===== src/ivmap_consts.vh =====
// ivmap_consts.vh: offsets, register map and field positions of the vector map
// assumes: included by bare name from the ivmap design files
`ifndef IVMAP_CONSTS_VH
`define IVMAP_CONSTS_VH

// ----------------------------------------------------------------------------
// vector geometry
// ----------------------------------------------------------------------------
`define IVMAP_VEC_W          15
`define IVMAP_OFS_PORTT      15'h012c
`define IVMAP_OFS_PERIODIC   15'h0100
`define IVMAP_OFS_TCH0       15'h00ac
`define IVMAP_OFS_TCH7       15'h0090
`define IVMAP_OFS_TCH_STEP   15'h0004
`define IVMAP_OFS_ACC_OVF    15'h0088
`define IVMAP_OFS_ACC_EDGE   15'h0084
`define IVMAP_OFS_MOTOR_OVF  15'h0078
`define IVMAP_OFS_SOUND_RDY  15'h0060
`define IVMAP_NSRC           14

// ----------------------------------------------------------------------------
// register map (byte addresses)
// ----------------------------------------------------------------------------
`define IVMAP_REG_CTRL       8'h00
`define IVMAP_REG_STATUS     8'h04
`define IVMAP_REG_MASK       8'h08
`define IVMAP_REG_PENDING    8'h0c
`define IVMAP_REG_VECTOR     8'h10
`define IVMAP_CTRL_RST       15'h7f00
`define IVMAP_MASK_RST       14'h0000

// ----------------------------------------------------------------------------
// status, mask and pending bit positions
// ----------------------------------------------------------------------------
`define IVMAP_BIT_PORTT      0
`define IVMAP_BIT_PERIODIC   1
`define IVMAP_BIT_TCH0       2
`define IVMAP_BIT_ACC_OVF    10
`define IVMAP_BIT_ACC_EDGE   11
`define IVMAP_BIT_MOTOR_OVF  12
`define IVMAP_BIT_SOUND_RDY  13

`endif


===== src/ivmap_gate.v =====
// ivmap_gate.v: per-source gating and wake classification
// assumes: request and enable inputs are on clk_i, no synchroniser needed
`timescale 1ns/100ps
`include "ivmap_consts.vh"

module ivmap_gate (
    // raw requests and local enables
    input  wire [7:0]  portt_pin_irq_i,
    input  wire [7:0]  portt_pin_irq_enables_i,
    input  wire        autonomous_periodic_irq_i,
    input  wire        periodic_irq_enable_i,
    input  wire [7:0]  second_timer_channel_irq_i,
    input  wire [7:0]  second_timer_channel_irq_enables_i,
    input  wire        accumulator_overflow_irq_i,
    input  wire        accumulator_overflow_irq_enable_i,
    input  wire        accumulator_edge_irq_i,
    input  wire        accumulator_edge_irq_enable_i,
    input  wire        motor_timer_overflow_irq_i,
    input  wire        motor_timer_overflow_irq_enable_i,
    input  wire        ready_next_data_irq_i,
    input  wire        ready_next_data_irq_enable_i,
    // gated sources and wake classes
    output wire [13:0] src_o,
    output wire [13:0] stop_wake_o
);
    // bit 0 port t, 1 periodic, 2..9 timer channels, 10 acc ovf, 11 edge,
    // 12 motor, 13 sound
    assign src_o[0]    = |(portt_pin_irq_i & portt_pin_irq_enables_i);
    assign src_o[1]    = autonomous_periodic_irq_i & periodic_irq_enable_i;
    assign src_o[9:2]  = second_timer_channel_irq_i & second_timer_channel_irq_enables_i;
    assign src_o[10]   = accumulator_overflow_irq_i & accumulator_overflow_irq_enable_i;
    assign src_o[11]   = accumulator_edge_irq_i & accumulator_edge_irq_enable_i;
    assign src_o[12]   = motor_timer_overflow_irq_i & motor_timer_overflow_irq_enable_i;
    assign src_o[13]   = ready_next_data_irq_i & ready_next_data_irq_enable_i;
    // only port t and the periodic source reach a stopped core
    assign stop_wake_o = {12'h000, src_o[1:0]};
endmodule // ivmap_gate


===== src/ivmap_prio.v =====
// ivmap_prio.v: picks the highest-offset pending source and gives its vector offset
// assumes: pending vector is on clk_i
`timescale 1ns/100ps
`include "ivmap_consts.vh"

module ivmap_prio (
    // pending sources
    input  wire [13:0] pend_i,
    // chosen offset
    output reg         any_o,
    output reg  [14:0] ofs_o
);
    function [14:0] src_ofs;
        input [3:0] idx;
        begin
            case (idx)
                4'h0:    src_ofs = `IVMAP_OFS_PORTT;
                4'h1:    src_ofs = `IVMAP_OFS_PERIODIC;
                4'ha:    src_ofs = `IVMAP_OFS_ACC_OVF;
                4'hb:    src_ofs = `IVMAP_OFS_ACC_EDGE;
                4'hc:    src_ofs = `IVMAP_OFS_MOTOR_OVF;
                4'hd:    src_ofs = `IVMAP_OFS_SOUND_RDY;
                // channel n sits 4 bytes below channel n-1
                default: src_ofs = `IVMAP_OFS_TCH0 - {9'h000, idx - 4'h2, 2'b00};
            endcase
        end
    endfunction

    integer i;
    // lower index has higher offset, so scan downward and let low index win
    always @* begin
        any_o = 1'b0;
        ofs_o = 15'h0000;
        for (i = 13; i >= 0; i = i - 1) begin
            if (pend_i[i]) begin
                any_o = 1'b1;
                ofs_o = src_ofs(i[3:0]);
            end
        end
    end
endmodule // ivmap_prio


===== src/ivmap_top.v =====
// ivmap_top.v: interrupt vector map with axi4-lite status, mask and base regs
// assumes: single clk_i domain, synchronous active-high srst_i, requests are
// synchronous level signals from peripherals on the same clock
//
// Chosen here: register access over AXI4-Lite and the register offsets.
`timescale 1ns/100ps
`include "ivmap_consts.vh"

module ivmap_top (
    // clock and reset
    input  wire        clk_i,
    input  wire        srst_i,
    // peripheral requests and local enables
    input  wire [7:0]  portt_pin_irq_i,
    input  wire [7:0]  portt_pin_irq_enables_i,
    input  wire        autonomous_periodic_irq_i,
    input  wire        periodic_irq_enable_i,
    input  wire [7:0]  second_timer_channel_irq_i,
    input  wire [7:0]  second_timer_channel_irq_enables_i,
    input  wire        accumulator_overflow_irq_i,
    input  wire        accumulator_overflow_irq_enable_i,
    input  wire        accumulator_edge_irq_i,
    input  wire        accumulator_edge_irq_enable_i,
    input  wire        motor_timer_overflow_irq_i,
    input  wire        motor_timer_overflow_irq_enable_i,
    input  wire        ready_next_data_irq_i,
    input  wire        ready_next_data_irq_enable_i,
    // core side
    input  wire        core_irq_mask_i,
    output wire        core_irq_req_o,
    output reg  [14:0] core_vector_o,
    output wire        wake_stop_o,
    output wire        wake_wait_o,
    // axi4-lite slave
    input  wire [7:0]  s_axi_awaddr,
    input  wire        s_axi_awvalid,
    output wire        s_axi_awready,
    input  wire [31:0] s_axi_wdata,
    input  wire [3:0]  s_axi_wstrb,
    input  wire        s_axi_wvalid,
    output wire        s_axi_wready,
    output reg  [1:0]  s_axi_bresp,
    output reg         s_axi_bvalid,
    input  wire        s_axi_bready,
    input  wire [7:0]  s_axi_araddr,
    input  wire        s_axi_arvalid,
    output wire        s_axi_arready,
    output reg  [31:0] s_axi_rdata,
    output reg  [1:0]  s_axi_rresp,
    output reg         s_axi_rvalid,
    input  wire        s_axi_rready,
    // status interrupt
    output wire        irq_o
);
    localparam [1:0] RESP_OKAY   = 2'b00;
    localparam [1:0] RESP_SLVERR = 2'b10;

    wire [13:0] src;
    wire [13:0] stop_src;
    wire        any;
    wire [14:0] ofs;
    wire [13:0] pend;

    reg  [14:0] vec_base_ff;
    reg  [13:0] sts_ff;
    reg  [13:0] nxt_sts;
    reg  [13:0] msk_ff;
    reg  [13:0] src_d_ff;
    reg         aw_hold_ff;
    reg  [7:0]  aw_addr_ff;
    reg         w_hold_ff;
    reg  [31:0] w_data_ff;
    reg  [3:0]  w_strb_ff;

    // ------------------------------------------------------------------------
    // source gating and priority
    // ------------------------------------------------------------------------
    ivmap_gate u_gate (
        .portt_pin_irq_i                    (portt_pin_irq_i),
        .portt_pin_irq_enables_i            (portt_pin_irq_enables_i),
        .autonomous_periodic_irq_i          (autonomous_periodic_irq_i),
        .periodic_irq_enable_i              (periodic_irq_enable_i),
        .second_timer_channel_irq_i         (second_timer_channel_irq_i),
        .second_timer_channel_irq_enables_i (second_timer_channel_irq_enables_i),
        .accumulator_overflow_irq_i         (accumulator_overflow_irq_i),
        .accumulator_overflow_irq_enable_i  (accumulator_overflow_irq_enable_i),
        .accumulator_edge_irq_i             (accumulator_edge_irq_i),
        .accumulator_edge_irq_enable_i      (accumulator_edge_irq_enable_i),
        .motor_timer_overflow_irq_i         (motor_timer_overflow_irq_i),
        .motor_timer_overflow_irq_enable_i  (motor_timer_overflow_irq_enable_i),
        .ready_next_data_irq_i              (ready_next_data_irq_i),
        .ready_next_data_irq_enable_i       (ready_next_data_irq_enable_i),
        .src_o                              (src),
        .stop_wake_o                        (stop_src)
    );

    // global mask blocks delivery but not wake, as a masked source still wakes
    assign pend = core_irq_mask_i ? 14'h0000 : src;

    ivmap_prio u_prio (
        .pend_i (pend),
        .any_o  (any),
        .ofs_o  (ofs)
    );

    assign core_irq_req_o = any;
    assign wake_stop_o    = |stop_src;
    assign wake_wait_o    = |src;

    // ------------------------------------------------------------------------
    // vector register
    // ------------------------------------------------------------------------
    always @(posedge clk_i) begin
        if (srst_i) begin
            core_vector_o <= 15'h0000;
        end else if (any) begin
            core_vector_o <= vec_base_ff + ofs;
        end
    end

    // ------------------------------------------------------------------------
    // sticky status: rising edge of each gated source sets its bit
    // ------------------------------------------------------------------------
    always @* begin
        nxt_sts = sts_ff;
        if (aw_hold_ff && w_hold_ff && !s_axi_bvalid &&
            aw_addr_ff == `IVMAP_REG_STATUS && w_strb_ff[0]) begin
            nxt_sts = nxt_sts & ~{6'h00, w_data_ff[7:0]};
        end
        if (aw_hold_ff && w_hold_ff && !s_axi_bvalid &&
            aw_addr_ff == `IVMAP_REG_STATUS && w_strb_ff[1]) begin
            nxt_sts = nxt_sts & ~{w_data_ff[13:8], 8'h00};
        end
        // set wins over a clear in the same cycle
        nxt_sts = nxt_sts | (src & ~src_d_ff);
    end

    always @(posedge clk_i) begin
        if (srst_i) begin
            sts_ff   <= 14'h0000;
            src_d_ff <= 14'h0000;
        end else begin
            sts_ff   <= nxt_sts;
            src_d_ff <= src;
        end
    end

    assign irq_o = |(sts_ff & msk_ff);

    // ------------------------------------------------------------------------
    // axi4-lite write path: address and data latched independently
    // ------------------------------------------------------------------------
    assign s_axi_awready = !aw_hold_ff;
    assign s_axi_wready  = !w_hold_ff;

    wire wr_go = aw_hold_ff && w_hold_ff && !s_axi_bvalid;
    wire wr_ok = (aw_addr_ff == `IVMAP_REG_CTRL) ||
                 (aw_addr_ff == `IVMAP_REG_STATUS) ||
                 (aw_addr_ff == `IVMAP_REG_MASK);

    always @(posedge clk_i) begin
        if (srst_i) begin
            aw_hold_ff   <= 1'b0;
            aw_addr_ff   <= 8'h00;
            w_hold_ff    <= 1'b0;
            w_data_ff    <= 32'h0000_0000;
            w_strb_ff    <= 4'h0;
            s_axi_bvalid <= 1'b0;
            s_axi_bresp  <= RESP_OKAY;
            vec_base_ff  <= `IVMAP_CTRL_RST;
            msk_ff       <= `IVMAP_MASK_RST;
        end else begin
            if (s_axi_awvalid && !aw_hold_ff) begin
                aw_hold_ff <= 1'b1;
                aw_addr_ff <= {s_axi_awaddr[7:2], 2'b00};
            end
            if (s_axi_wvalid && !w_hold_ff) begin
                w_hold_ff <= 1'b1;
                w_data_ff <= s_axi_wdata;
                w_strb_ff <= s_axi_wstrb;
            end
            if (wr_go) begin
                aw_hold_ff   <= 1'b0;
                w_hold_ff    <= 1'b0;
                s_axi_bvalid <= 1'b1;
                s_axi_bresp  <= wr_ok ? RESP_OKAY : RESP_SLVERR;
                if (aw_addr_ff == `IVMAP_REG_CTRL) begin
                    if (w_strb_ff[0]) vec_base_ff[7:0]  <= w_data_ff[7:0];
                    if (w_strb_ff[1]) vec_base_ff[14:8] <= w_data_ff[14:8];
                end
                if (aw_addr_ff == `IVMAP_REG_MASK) begin
                    if (w_strb_ff[0]) msk_ff[7:0]  <= w_data_ff[7:0];
                    if (w_strb_ff[1]) msk_ff[13:8] <= w_data_ff[13:8];
                end
            end else if (s_axi_bvalid && s_axi_bready) begin
                s_axi_bvalid <= 1'b0;
            end
        end
    end

    // ------------------------------------------------------------------------
    // axi4-lite read path
    // ------------------------------------------------------------------------
    assign s_axi_arready = !s_axi_rvalid;

    always @(posedge clk_i) begin
        if (srst_i) begin
            s_axi_rvalid <= 1'b0;
            s_axi_rdata  <= 32'h0000_0000;
            s_axi_rresp  <= RESP_OKAY;
        end else if (s_axi_arvalid && !s_axi_rvalid) begin
            s_axi_rvalid <= 1'b1;
            s_axi_rresp  <= RESP_OKAY;
            case ({s_axi_araddr[7:2], 2'b00})
                `IVMAP_REG_CTRL:    s_axi_rdata <= {17'h00000, vec_base_ff};
                `IVMAP_REG_STATUS:  s_axi_rdata <= {18'h00000, sts_ff};
                `IVMAP_REG_MASK:    s_axi_rdata <= {18'h00000, msk_ff};
                `IVMAP_REG_PENDING: s_axi_rdata <= {18'h00000, src};
                `IVMAP_REG_VECTOR:  s_axi_rdata <= {15'h0000, any, 1'b0, core_vector_o};
                default: begin
                    s_axi_rdata <= 32'h0000_0000;
                    s_axi_rresp <= RESP_SLVERR;
                end
            endcase
        end else if (s_axi_rvalid && s_axi_rready) begin
            s_axi_rvalid <= 1'b0;
        end
    end
endmodule // ivmap_top


===== config.mk =====
export PLATFORM = sky130hd
export DESIGN_NAME = ivmap_top
export DESIGN_NICKNAME = d
export VERILOG_FILES = /design/src/ivmap_gate.v /design/src/ivmap_prio.v /design/src/ivmap_top.v
export VERILOG_INCLUDE_DIRS = /design/src /design/src/src
export SDC_FILE = /design/constraint.sdc
export NUM_CORES = 1
export LEC_CHECK = 0
export ABC_AREA = 1
export BUFFER_PORTS_ARGS = -buffer_cell sky130_fd_sc_hd__buf_2
export CORE_ASPECT_RATIO = 1.75
export CORE_MARGIN = 8
export CORE_UTILIZATION = 45
export CTS_BUF_LIST = sky130_fd_sc_hd__clkbuf_4
export CTS_CLUSTER_DIAMETER = 100
export DETAILED_ROUTE_END_ITERATION = 8
export GPL_TIMING_DRIVEN = 0
export PLACE_DENSITY_LB_ADDON = 0.25
export SLEW_MARGIN = 20
export SYNTH_ARGS = -nofsm -noshare
export SYNTH_HDL_FRONTEND = slang
export SYNTH_HIERARCHICAL = 1
export SYNTH_SLANG_ARGS = --single-unit

===== constraint.sdc =====
create_clock -name clk_i -period 4.1 [get_ports clk_i]
set_input_delay 0.82 -clock clk_i [delete_from_list [all_inputs] [get_ports clk_i]]
set_output_delay 0.82 -clock clk_i [all_outputs]
set_load 0.01 [all_outputs]

==> reports/results.ini, run 1 <==
[synthesis]
syn_inst = 956
yosysMostFrequentCell = nor2_1
avgSynthCellArea_um2 = 6.61
syn_area_um2 = 6320
yosysTopAreaCellShare_pct = 37.1
synth-seq-area-share_pct = 37.1
ys_warn_count = 6
synth_flop_cell = dfxtp_1
synth_cell_types = 37
synth_top_area_cell = dfxtp_1
synth_seq_cells = 117
synth-edff-count = 0
async_flop_share_pct = 0
synth_common_cells = nor2_1, nand2_1, inv_1
synth_area_leaders = dfxtp_1, nor2_1, nand2_1

[floorplan]
fp.dieArea_um2 = 18200
fp-row-count = 57
start_util_pct = 45.7
ioPinCount = 162
die_h_um = 173
coreArea_um2 = 13800
fp.dieW_um = 106

[sta]
clock.fmax_mhz = 294
period_needed_ns = 3.40
tns_ns = 0
slew_violations = 0
finalCritPeriodShare_pct = 82.9
setup_ws_ns = 0.703
hold_ws_ns = 0.468
fin_skew_ns = 0.0188
rsz0062_at_grt = no
slew-limit-headroom_pct = 50.9
hold_viol = 0
worstMarginPinSlew_ns = 0.736
setup_viol = 0

[drt]
routed_wirelength_um = 19600
drt_iter0_drc = 293
vias_per_cell = 4.89
wl_per_cell_um = 14.9
drtPass1Iterations = 6
antenna_left = 0
vias = 6439
drcViolationCount = 0

[setup_path]
crit_required_ns = 3.28
crit_type = in2out
worstPathArrival_ns = 2.58
reg2reg_setup_slack_ns = 2.31
crit_path_end_kind = output pin
worstSetupStartpointType = primary input
reg2regPathDepth = 10
setup.worst_path.start = core_irq_mask_i
critPathMaxFanout = 10
reg2reg_from = vec_base_ff[3]
endpoint = core_irq_req_o
slowest_stage = clkbuf_1
reg2reg_to = core_vector_o[10]
crit_chain = buf_2 > clkbuf_1 > nor2_1 > nor2_4 > nand3_4 > nor4_4 > nand3_1 > buf_2
cpMostUsedCell = buf_2
crit_path_max_incr_delay_ns = 0.39

[layout]
stdcell_area_um2 = 7550
area_delta_synth_final_pct = 19.5
layout-drive-gt1-share_pct = 19.7
final_net_count = 1246
nFillCells = 1482
layoutNonFillerInstCount = 1318

[global_route]
grt_overflow = 0
grtUsageTotal_pct = 22.0
grt_max_degree = 17
grt_pass1_vias = 6657
grt_first_pass_wirelength_um = 31900
antenna_found_initial = 1

[clock_tree]
postCtsSetupBuffers = 0
cts_tree = built
cts_buffers = 17
ctsHoldBuffers = 0
clock_sinks = 117
cts_resized = 0
cts.htree.levels = 4
clock-root-buffer = clkbuf_4
clock_latency_ns = 0.54
cts.reportedPaths.clkPinSlew_ns = 0.10
cts_max_path_buffers = 2

[hold_path]
min_path_type = reg2reg
hold_path_depth = 2

[outcome]
status = completed

[power_and_ir_drop]
p_int_mw = 1.79
clockPowerShare_pct = 33.8
switching_share_pct = 29.2
p_comb_share_pct = 17.0
p_per_area_nw_per_um2 = 335
p_sw_mw = 0.739
seqPwrFrac_pct = 49.3
ir_drop_mv = 0.187
power.leakage_nw = 3.90

[place]
gp_congestion = 0.971
placed_cells = 1287
port_buffers = 119
dp_slack_ns = 0.392
hpwl_um = 16300
placed_area_um2 = 7270

[run]
max_cap_violations = 0

[through the flow]
step                      power [mW]  util [%]
after CTS                       2.54      54.5
after global placement          1.69      52.5
after floorplan                 1.54         -
after global routing            2.67      54.6
final                           2.53      54.6
after detailed placement        1.70      52.5
[flip-flops by register name, summed over array words and instances (netlist names)]
name and count:
sts_ff 14, s_axi_bvalid 1, s_axi_rdata 16, s_axi_bresp 1, w_hold_ff 1, s_axi_rresp 1
vec_base_ff 15, msk_ff 14, aw_addr_ff 6, w_strb_ff 2, s_axi_rvalid 1, core_vector_o 15
src_d_ff 14, aw_hold_ff 1, w_data_ff 15
[layout make-up]
type                       count  area (um^2)  share of cell area (%)
tap                          177          221                    2.93
sequential                   117         2340                    31.0
inverter                     141          531                    7.03
multi-input combinational    665         3150                    41.7
buffer                        68          432                    5.72
clock inverter                11          136                    1.81
timing repair buffer         119          596                    7.89
clock buffer                  19          143                    1.89
antenna                        1         2.50                  0.0331
[per-layer routing]
metal	global-route usage [%]	vias to the layer above	share of wire (%)	wire, um
met1	20.7	2833	37	7300
met3	5.32	75	5.1	1000
met5	0	-	0	0
met2	40.8	219	52	10200
li1	-	3312	-	-
met4	13.9	0	5.6	1110
[power groups by stage]
stage / Combinational, mW / Sequential, mW / Clock [mW]
2_1_floorplan: 0.269 / 1.27 / 0
3_3_place_gp: 0.421 / 1.27 / 0
3_5_place_dp: 0.425 / 1.27 / 0
4_1_cts: 0.428 / 1.25 / 0.868
5_1_grt: 0.487 / 1.26 / 0.923
6_report: 0.429 / 1.25 / 0.854
[cells in the final DEF, fill, tap and decap left out, types with 3 or more instances in the layout]
cell type | netlist | final
nor2_1 | 182 | 182
nand2_1 | 165 | 165
inv_1 | 127 | 127
buf_2 | 6 | 125
dfxtp_1 | 117 | 117
a21oi_1 | 81 | 81
o21ai_0 | 58 | 58
buf_4 | 41 | 41
conb_1 | 3 | 38
nand3_1 | 36 | 36
a31oi_1 | 22 | 22
clkbuf_4 | 0 | 19
clkbuf_1 | 18 | 18
o21ai_1 | 15 | 15
ha_1 | 14 | 14
inv_2 | 11 | 11
xor2_1 | 8 | 8
nand4_1 | 7 | 7
nor4_1 | 6 | 6
nand2_2 | 6 | 6
clkinv_1 | 2 | 4
nor2_2 | 4 | 4
a22oi_1 | 4 | 4
clkinv_2 | 1 | 4
nor3_1 | 3 | 3
a221oi_1 | 3 | 3
o211ai_1 | 3 | 3
bufinv_16 | 0 | 3
[critical path, delay by kind of cell]
family	cells	cell delay, ns
buffers and inverters	3	0.75
and+or+nand+nor	5	1.00
[kinds of logic (layout without fill, tap and decap cells)]
group                    count (synthesis)  count (layout)  synth area share (%)
buffers and inverters                  209             358                  15.2
AO/OA/AOI/OAI                          188             188                  15.9
adder cells (fa/ha/maj)                 15              15                  3.09
AND/OR/NAND/NOR                        416             416                  27.5
XOR/XNOR                                 8               8                  1.11
other                                    3              39                 0.178
flip-flops                             117             117                  37.1
[worst min-delay path by stage]
| stage | start | end | slack (ns) |
|---|---|---|---|
| 2_1_floorplan | w_data_ff[14] | vec_base_ff[14] | 0.42 |
| 3_3_place_gp | w_data_ff[14] | vec_base_ff[14] | 0.44 |
| 3_5_place_dp | w_data_ff[14] | vec_base_ff[14] | 0.44 |
| 4_1_cts | w_data_ff[14] | vec_base_ff[14] | 0.47 |
| 5_1_grt | s_axi_wdata[7] | w_data_ff[7] | 0.47 |
| 6_report | w_data_ff[14] | vec_base_ff[14] | 0.47 |
Power figures use the tool's default switching activity.
==> run 2, diff against run 1 <==
ABC_AREA = 0   (was 1)
clock period = 3.3 ns   (was 4.1 ns; I/O delays follow)
==> run 2 against run 1 <==
Net effect:
- die area shrank 3.2%
- clock-buffer cell count shrank 2
- non-clock buffer count grew 6
- via count shrank 11%
- first-iteration DRC count grew 14%
- core utilization grew 0.87 points
- clock power grew 26%
- sequential cell count is the same
- synthesized cell count shrank 25%
- critical endpoint is now core_vector_o[12]
==> reports/results.ini, run 2 <==
[outcome]
status = completed  ; unchanged

[layout]
final_common_cell = buf_2  ; was nor2_1
stdcell_area_um2 = 7380  ; was 7550 um^2
final_cell_mix = buf_2, dfxtp_1, nor2_1  ; was nor2_1, nand2_1, inv_1
nFillCells = 1331  ; was 1482
area_delta_synth_final_pct = 21.2  ; was 19.5%
largest_reg_flops = 16  ; unchanged
top_register = s_axi_rdata  ; unchanged
layout-drive-gt1-share_pct = 23.7  ; was 19.7%
final_net_count = 1011  ; was 1246

[floorplan]
ioPinCount = 162  ; unchanged
fp.dieArea_um2 = 17700  ; was 18200 um^2
start_util_pct = 45.7  ; about the same
fp-row-count = 56  ; was 57
coreArea_um2 = 13300  ; was 13800 um^2
fp.dieW_um = 104  ; was 106 um
die_h_um = 170  ; was 173 um

[global_route]
grtUsageTotal_pct = 20.9  ; was 22.0%
grt_overflow = 0  ; unchanged
grt_first_pass_wirelength_um = 29200  ; was 31900 um
grt_max_degree = 17  ; unchanged
grt_pass1_vias = 5897  ; was 6657
antenna_found_initial = 2  ; was 1

[run]
max_cap_violations = 0  ; unchanged

[drt]
vias_per_cell = 5.28  ; was 4.89
drt_iter0_drc = 333  ; was 293
routed_wirelength_um = 18500  ; was 19600 um
drcViolationCount = 0  ; unchanged
vias = 5715  ; was 6439
drtPass1Iterations = 4  ; was 6
wl_per_cell_um = 17.0  ; was 14.9 um
antenna_left = 0  ; unchanged

[clock_tree]
cts.htree.levels = 4  ; unchanged
cts.reportedPaths.clkPinSlew_ns = 0.12  ; was 0.10 ns
clock_latency_ns = 0.53  ; was 0.54 ns
cts_max_path_buffers = 2  ; unchanged
cts_buffers = 17  ; unchanged
cts_tree = built  ; unchanged
ctsHoldBuffers = 0  ; unchanged
clock-root-buffer = clkbuf_4  ; unchanged
clock_sinks = 117  ; unchanged

[sta]
clock.fmax_mhz = 311
setup_viol = 0  ; unchanged
slew-limit-headroom_pct = 40.9  ; was 50.9%
period_needed_ns = 3.21
tns_ns = 0  ; unchanged
fin_skew_ns = 0.0151  ; was 0.0188 ns
slew_violations = 0  ; unchanged
hold_ws_ns = 0.308  ; was 0.468 ns
hold_viol = 0  ; unchanged
setup_ws_ns = 0.0861  ; was 0.703 ns
finalCritPeriodShare_pct = 97.4
worstMarginPinSlew_ns = 0.879  ; was 0.736 ns

[power_and_ir_drop]
switching_share_pct = 29.2  ; about the same
seqPwrFrac_pct = 49.1  ; was 49.3%
p_comb_share_pct = 16.5  ; was 17.0%
p_sw_mw = 0.919  ; was 0.739 mW
clockPowerShare_pct = 34.4  ; was 33.8%
ir_drop_mv = 0.247  ; was 0.187 mV
p_per_area_nw_per_um2 = 427  ; was 335 nW/um^2
p_int_mw = 2.23  ; was 1.79 mW
p_total_mw = 3.15  ; was 2.53 mW
power.leakage_nw = 3.30  ; was 3.90 nW

[synthesis]
synth_flop_cell = dfxtp_1  ; unchanged
yosysTopAreaCellShare_pct = 38.5  ; was 37.1%
ys_warn_count = 6  ; unchanged
yosysMostFrequentCell = dfxtp_1  ; was nor2_1
synth_area_leaders = dfxtp_1, nor2b_1, a21oi_1  ; was dfxtp_1, nor2_1, nand2_1
synth_cell_types = 59  ; was 37
synth_common_cells = dfxtp_1, nor2_1, a21oi_1, nand2_1, nor2b_1  ; was nor2_1, nand2_1, inv_1
synth_top_area_cell = dfxtp_1  ; unchanged
syn_area_um2 = 6090  ; was 6320 um^2
synth_seq_cells = 117  ; unchanged
async_flop_share_pct = 0  ; unchanged
synth-edff-count = 0  ; unchanged
synth-seq-area-share_pct = 38.5  ; was 37.1%
avgSynthCellArea_um2 = 8.47  ; was 6.61 um^2
syn_inst = 719  ; was 956

[setup_path]
critPathMaxFanout = 7  ; was 10
crit_type = in2reg  ; was in2out
crit_required_ns = 3.74  ; was 3.28 ns
worstPathArrival_ns = 3.65  ; was 2.58 ns
crit_path_end_kind = register  ; was output pin
worstSetupStartpointType = primary input  ; unchanged

[place]
hpwl_um = 14800  ; was 16300 um
port_buffers = 120  ; was 119
placed_area_um2 = 7040  ; was 7270 um^2
dp_slack_ns = -0.686  ; was 0.392 ns
gp_congestion = 0.957  ; was 0.971

[hold_path]
min_path_type = in2reg  ; was reg2reg

## run 2: cell count changes after synthesis, moves of 21 or more
| cell | before | now |
|---|---|---|
| inv_1 | 127 | 9 |
| nand3_1 | 36 | 7 |
| nor2b_1 | 0 | 56 |
| mux2i_1 | 0 | 32 |
| nand2_1 | 165 | 65 |
| nor2_1 | 182 | 85 |
| a31oi_1 | 22 | 1 |
| o21ai_0 | 58 | 13 |
## run 2: what timing repair did
action	in CTS	in global routing
buffers inserted	1	0
endpoints found under the setup margin	1	3
pin swaps	1	5
gates resized for setup	0	10
## run 2: path summary, 6_finish.rpt
| check | start | to | slack, ns | cells past startpoint |
|---|---|---|---|---|
| worst min-delay path | s_axi_rready | s_axi_rvalid | 0.31 | 2 |
| worst min register to register | s_axi_rdata[16] | s_axi_rdata[16] | 0.47 | 2 |
| worst max register to register | vec_base_ff[4] | core_vector_o[12] | 0.98 | 6 |
| worst max-delay path | second_timer_channel_irq_i[7] | core_vector_o[12] | 0.09 | 12 |
## run 2: worst max-delay path: stages
cell and delay (ns):
buf_2 0.09, and2_1 0.23, nor2b_1 0.22, nor4_4 0.36
nand2_2 0.12, o221ai_1 0.22, ha_1 0.36, o211ai_1 0.21
nand2_1 0.13, nand2_2 0.09, or4b_2 0.69, a32o_1 0.26
## run 2: cells by family (layout without fill, tap and decap cells)
kind of cell,after synthesis,in the layout,share of synthesized area [%]
simple gates,287,287,24.4
compound gates,178,178,20.1
flops,117,117,38.5
buf+inv,82,235,7.69
mux,32,32,5.26
fa+ha+maj,15,15,3.21
xor+xnor,5,5,0.719
other cells,3,40,0.185
## run 2: final cells by class
cell class              count  area [um^2]  area share (%)
multi-input cells         555         3450            46.7
flip-flops and latches    117         2340            31.7
repair buffers            121          608            8.24
plain buffers              72          432            5.85
well taps                 174          218            2.95
clock inverters            15          161            2.19
clock buffers              17          128            1.73
inverters                  10         37.5           0.509
diodes                      2         5.00          0.0678
## run 2: per-stage QoR
| stage | util (%) | instances |
|---|---|---|
| detailed placement | 52.9 | 1048 |
| global route | 55.4 | 1083 |
| global placement | 52.9 | 1048 |
| CTS | 55.1 | 1081 |
| floorplan | - | 754 |
| finish | 55.4 | 1083 |
## run 2: per-layer routing
metal  track usage, %  wire length (um)  vias to the layer above  part of all wire, %
li1                 -                 -                     2856                    -
met1             19.7              6760                     2629                   37
met2             39.6             10100                      183                   54
met4             11.3               647                        0                  3.5
met3             5.83               994                       47                  5.4
met5                0                 0                        -                    0
## run 2: power groups by stage
stage | Clock, mW | Sequential [mW] | Combinational [mW]
after floorplan | 0 | 1.58 | 0.325
after global placement | 0 | 1.58 | 0.501
after detailed placement | 0 | 1.58 | 0.508
after CTS | 1.10 | 1.55 | 0.512
after global routing | 1.17 | 1.56 | 0.578
final | 1.08 | 1.55 | 0.520
==> run 3, diff against run 2 <==
--- a/config.mk
+++ b/config.mk
@@ -9,3 +9,3 @@
 export ABC_AREA = 0
-export BUFFER_PORTS_ARGS = -buffer_cell sky130_fd_sc_hd__buf_2
+export BUFFER_PORTS_ARGS = -buffer_cell sky130_fd_sc_hd__clkbuf_2
 export CORE_ASPECT_RATIO = 1.75
==> constraint.sdc (replaced) <==
create_clock -name clk_i -period 3.3 [get_ports clk_i]
set_input_delay 0 -clock clk_i [delete_from_list [all_inputs] [get_ports clk_i]]
set_output_delay 0 -clock clk_i [all_outputs]
set_load 0.01 [all_outputs]
==> run 3 against run 2 <==
Net effect:
- register-to-register slack worse by 0.04 ns
- total power shrank 4.3%
- sequential cell count unchanged
- setup slack improved by 0.088 ns
- cell area increased by 8.0%
- routed wire length increased by 3.7%
- clock-buffer cell count did not move
- hold slack got worse by 0.26 ns
- first-iteration DRC count increased by 7.2%
- fmax is 2.8% higher
- critical endpoint unchanged
- highest routed layer unchanged
==> reports/results.ini, run 3 (synthesized netlist as in run 2, its figures left out) <==
[global_route]
antenna_found_initial = 1  ; was 2
met3_usage_pct = 5.07  ; was 5.83%
grt.busiest_layer = met2  ; unchanged
grtUsageTotal_pct = 21.4  ; was 20.9%
grt_util_met1_pct = 20.6  ; was 19.7%
use_met2_pct = 41.2  ; was 39.6%
grt_pass1_vias = 6065  ; was 5897
grt_overflow = 0  ; unchanged
grt_max_degree = 17  ; unchanged
grt_first_pass_wirelength_um = 30100  ; was 29200 um

[setup_path]
crit_required_ns = 3.74  ; about the same
slowest_stage = or4b_2  ; unchanged
crit_type = in2reg  ; unchanged
crit_path_end_kind = register  ; unchanged
critPathMaxFanout = 5  ; was 7
worstPathArrival_ns = 3.57  ; was 3.65 ns
reg2reg_setup_slack_ns = 0.94  ; was 0.98 ns
crit_chain = dlygate4sd3_1 > clkbuf_2 > and2_1 > nor2b_1 > nor4b_1 > nor3_1 > o41ai_2 > ha_2 > a211oi_1 > o211ai_1 > nand2_1 > or4b_2 > a32o_1  ; was buf_2 > and2_1 > nor2b_1 > nor4_4 > nand2_2 > o221ai_1 > ha_1 > o211ai_1 > nand2_1 > nand2_2 > or4b_2 > a32o_1
crit_path_max_incr_delay_ns = 0.70  ; was 0.69 ns
worstSetupStartpointType = primary input  ; unchanged

[floorplan]
fp.dieArea_um2 = 17700  ; unchanged
ioPinCount = 162  ; unchanged
start_util_pct = 45.7  ; unchanged
coreArea_um2 = 13300  ; unchanged
fp.dieW_um = 104  ; unchanged
die_h_um = 170  ; unchanged
fp-row-count = 56  ; unchanged

[drt]
wl_per_cell_um = 16.7  ; was 17.0 um
vias_per_cell = 5.30  ; was 5.28
drt_iter0_drc = 357  ; was 333
drtPass1Iterations = 5  ; was 4
routed_wirelength_um = 19100  ; was 18500 um
antenna_left = 0  ; unchanged
drcViolationCount = 0  ; unchanged
vias = 6087  ; was 5715

[layout]
top_register = s_axi_rdata  ; unchanged
final_common_cell = clkbuf_2  ; was buf_2
final_cell_mix = clkbuf_2, dfxtp_1, nor2_1  ; was buf_2, dfxtp_1, nor2_1
stdcell_area_um2 = 7970  ; was 7380 um^2
largest_reg_flops = 16  ; unchanged
layout-drive-gt1-share_pct = 21.6  ; was 23.7%
area_delta_synth_final_pct = 30.9  ; was 21.2%
final_net_count = 1078  ; was 1011
final_util_pct = 59.8  ; was 55.4%

[place]
port_buffers = 120  ; unchanged
hpwl_um = 14600  ; was 14800 um
gp_congestion = 0.944  ; was 0.957
placed_area_um2 = 7040  ; about the same

[power_and_ir_drop]
ir_drop_mv = 0.294  ; was 0.247 mV
p_per_area_nw_per_um2 = 379  ; was 427 nW/um^2
power.leakage_nw = 3.57  ; was 3.30 nW

[hold_path]
min_path_type = in2reg  ; unchanged

[clock_tree]
cts_max_path_buffers = 2  ; unchanged
cts_tree = built  ; unchanged
clock_sinks = 117  ; unchanged
cts.reportedPaths.clkPinSlew_ns = 0.12  ; about the same
cts_buffers = 17  ; unchanged
clock-root-buffer = clkbuf_4  ; unchanged
clock_latency_ns = 0.53  ; about the same
cts.htree.levels = 4  ; unchanged

[sta]
slew-limit-headroom_pct = 43.7  ; was 40.9%
tns_ns = 0  ; unchanged
rsz0062_at_grt = no
worstMarginPinSlew_ns = 0.837  ; was 0.879 ns
setup_viol = 0  ; unchanged
fin_skew_ns = 0.0193  ; was 0.0151 ns
slew_violations = 0  ; unchanged
clock.fmax_mhz = 320  ; was 311 MHz
hold_viol = 0  ; unchanged
period_needed_ns = 3.13  ; was 3.21 ns
finalCritPeriodShare_pct = 94.7  ; was 97.4%

[outcome]
status = completed  ; unchanged

[run]
max_cap_violations = 0  ; unchanged

[run 3: path summary, 6_finish.rpt]
kind                            end  cells after the start                          start
hold reg to reg     s_axi_rdata[16]                      2                s_axi_rdata[16]
setup reg to reg  core_vector_o[12]                      6                 vec_base_ff[4]
hold / removal       s_axi_rdata[2]                      6                s_axi_araddr[6]
setup / recovery  core_vector_o[12]                     13  accumulator_edge_irq_enable_i
[run 3: area by class of cell]
| type | count | area (um^2) |
|---|---|---|
| inverter | 10 | 37.5 |
| antenna | 1 | 2.50 |
| tap | 174 | 218 |
| sequential | 117 | 2340 |
| fill | 1230 | 5350 |
| clock inverter | 15 | 108 |
| clock buffer | 17 | 128 |
| multi-input combinational | 555 | 3420 |
| timing repair buffer | 188 | 1280 |
| buffer | 72 | 430 |
[run 3: what timing repair did]
action,4_1_cts,5_1_grt
hold endpoints to repair,47,0
gates resized for setup,0,2
endpoints found under the setup margin,0,1
buffers inserted,0,2
hold buffers,66,0
[run 3: critical path, delay by kind of cell]
kind	cells	cell delay, ns
adders and majority gates	1	0.27
AOI/OAI and AO/OA	4	0.85
and+or+nand+nor	6	1.79
buffers and inverters	2	0.64
[run 3: metrics by stage]
step	cells	power, mW	hold WS, ns	setup slack, ns
final	1149	3.02	0.0465	0.174
after CTS	1146	3.02	0.0275	0.181
after global routing	1149	3.16	0.0365	0.0249
after global placement	1048	2.08	0.187	0.0751
after detailed placement	1048	2.09	0.199	0.0429
after floorplan	754	1.90	0.0990	0.656
[run 3: where the power goes]
group          internal [mW]  switching (mW)  total, mW
combinational          0.280           0.301      0.581
clock                  0.296           0.590      0.886
sequential              1.49          0.0637       1.55
total                   2.06           0.955       3.02
[run 3: routing by layer]
metal  wire length, um  up-vias  part of all wire [%]
li1                  -     3001                     -
met5                 0        -                     0
met4               783        0                   4.1
met1              7060     2832                    37
met3               952       51                   5.0
met2             10300      203                    54
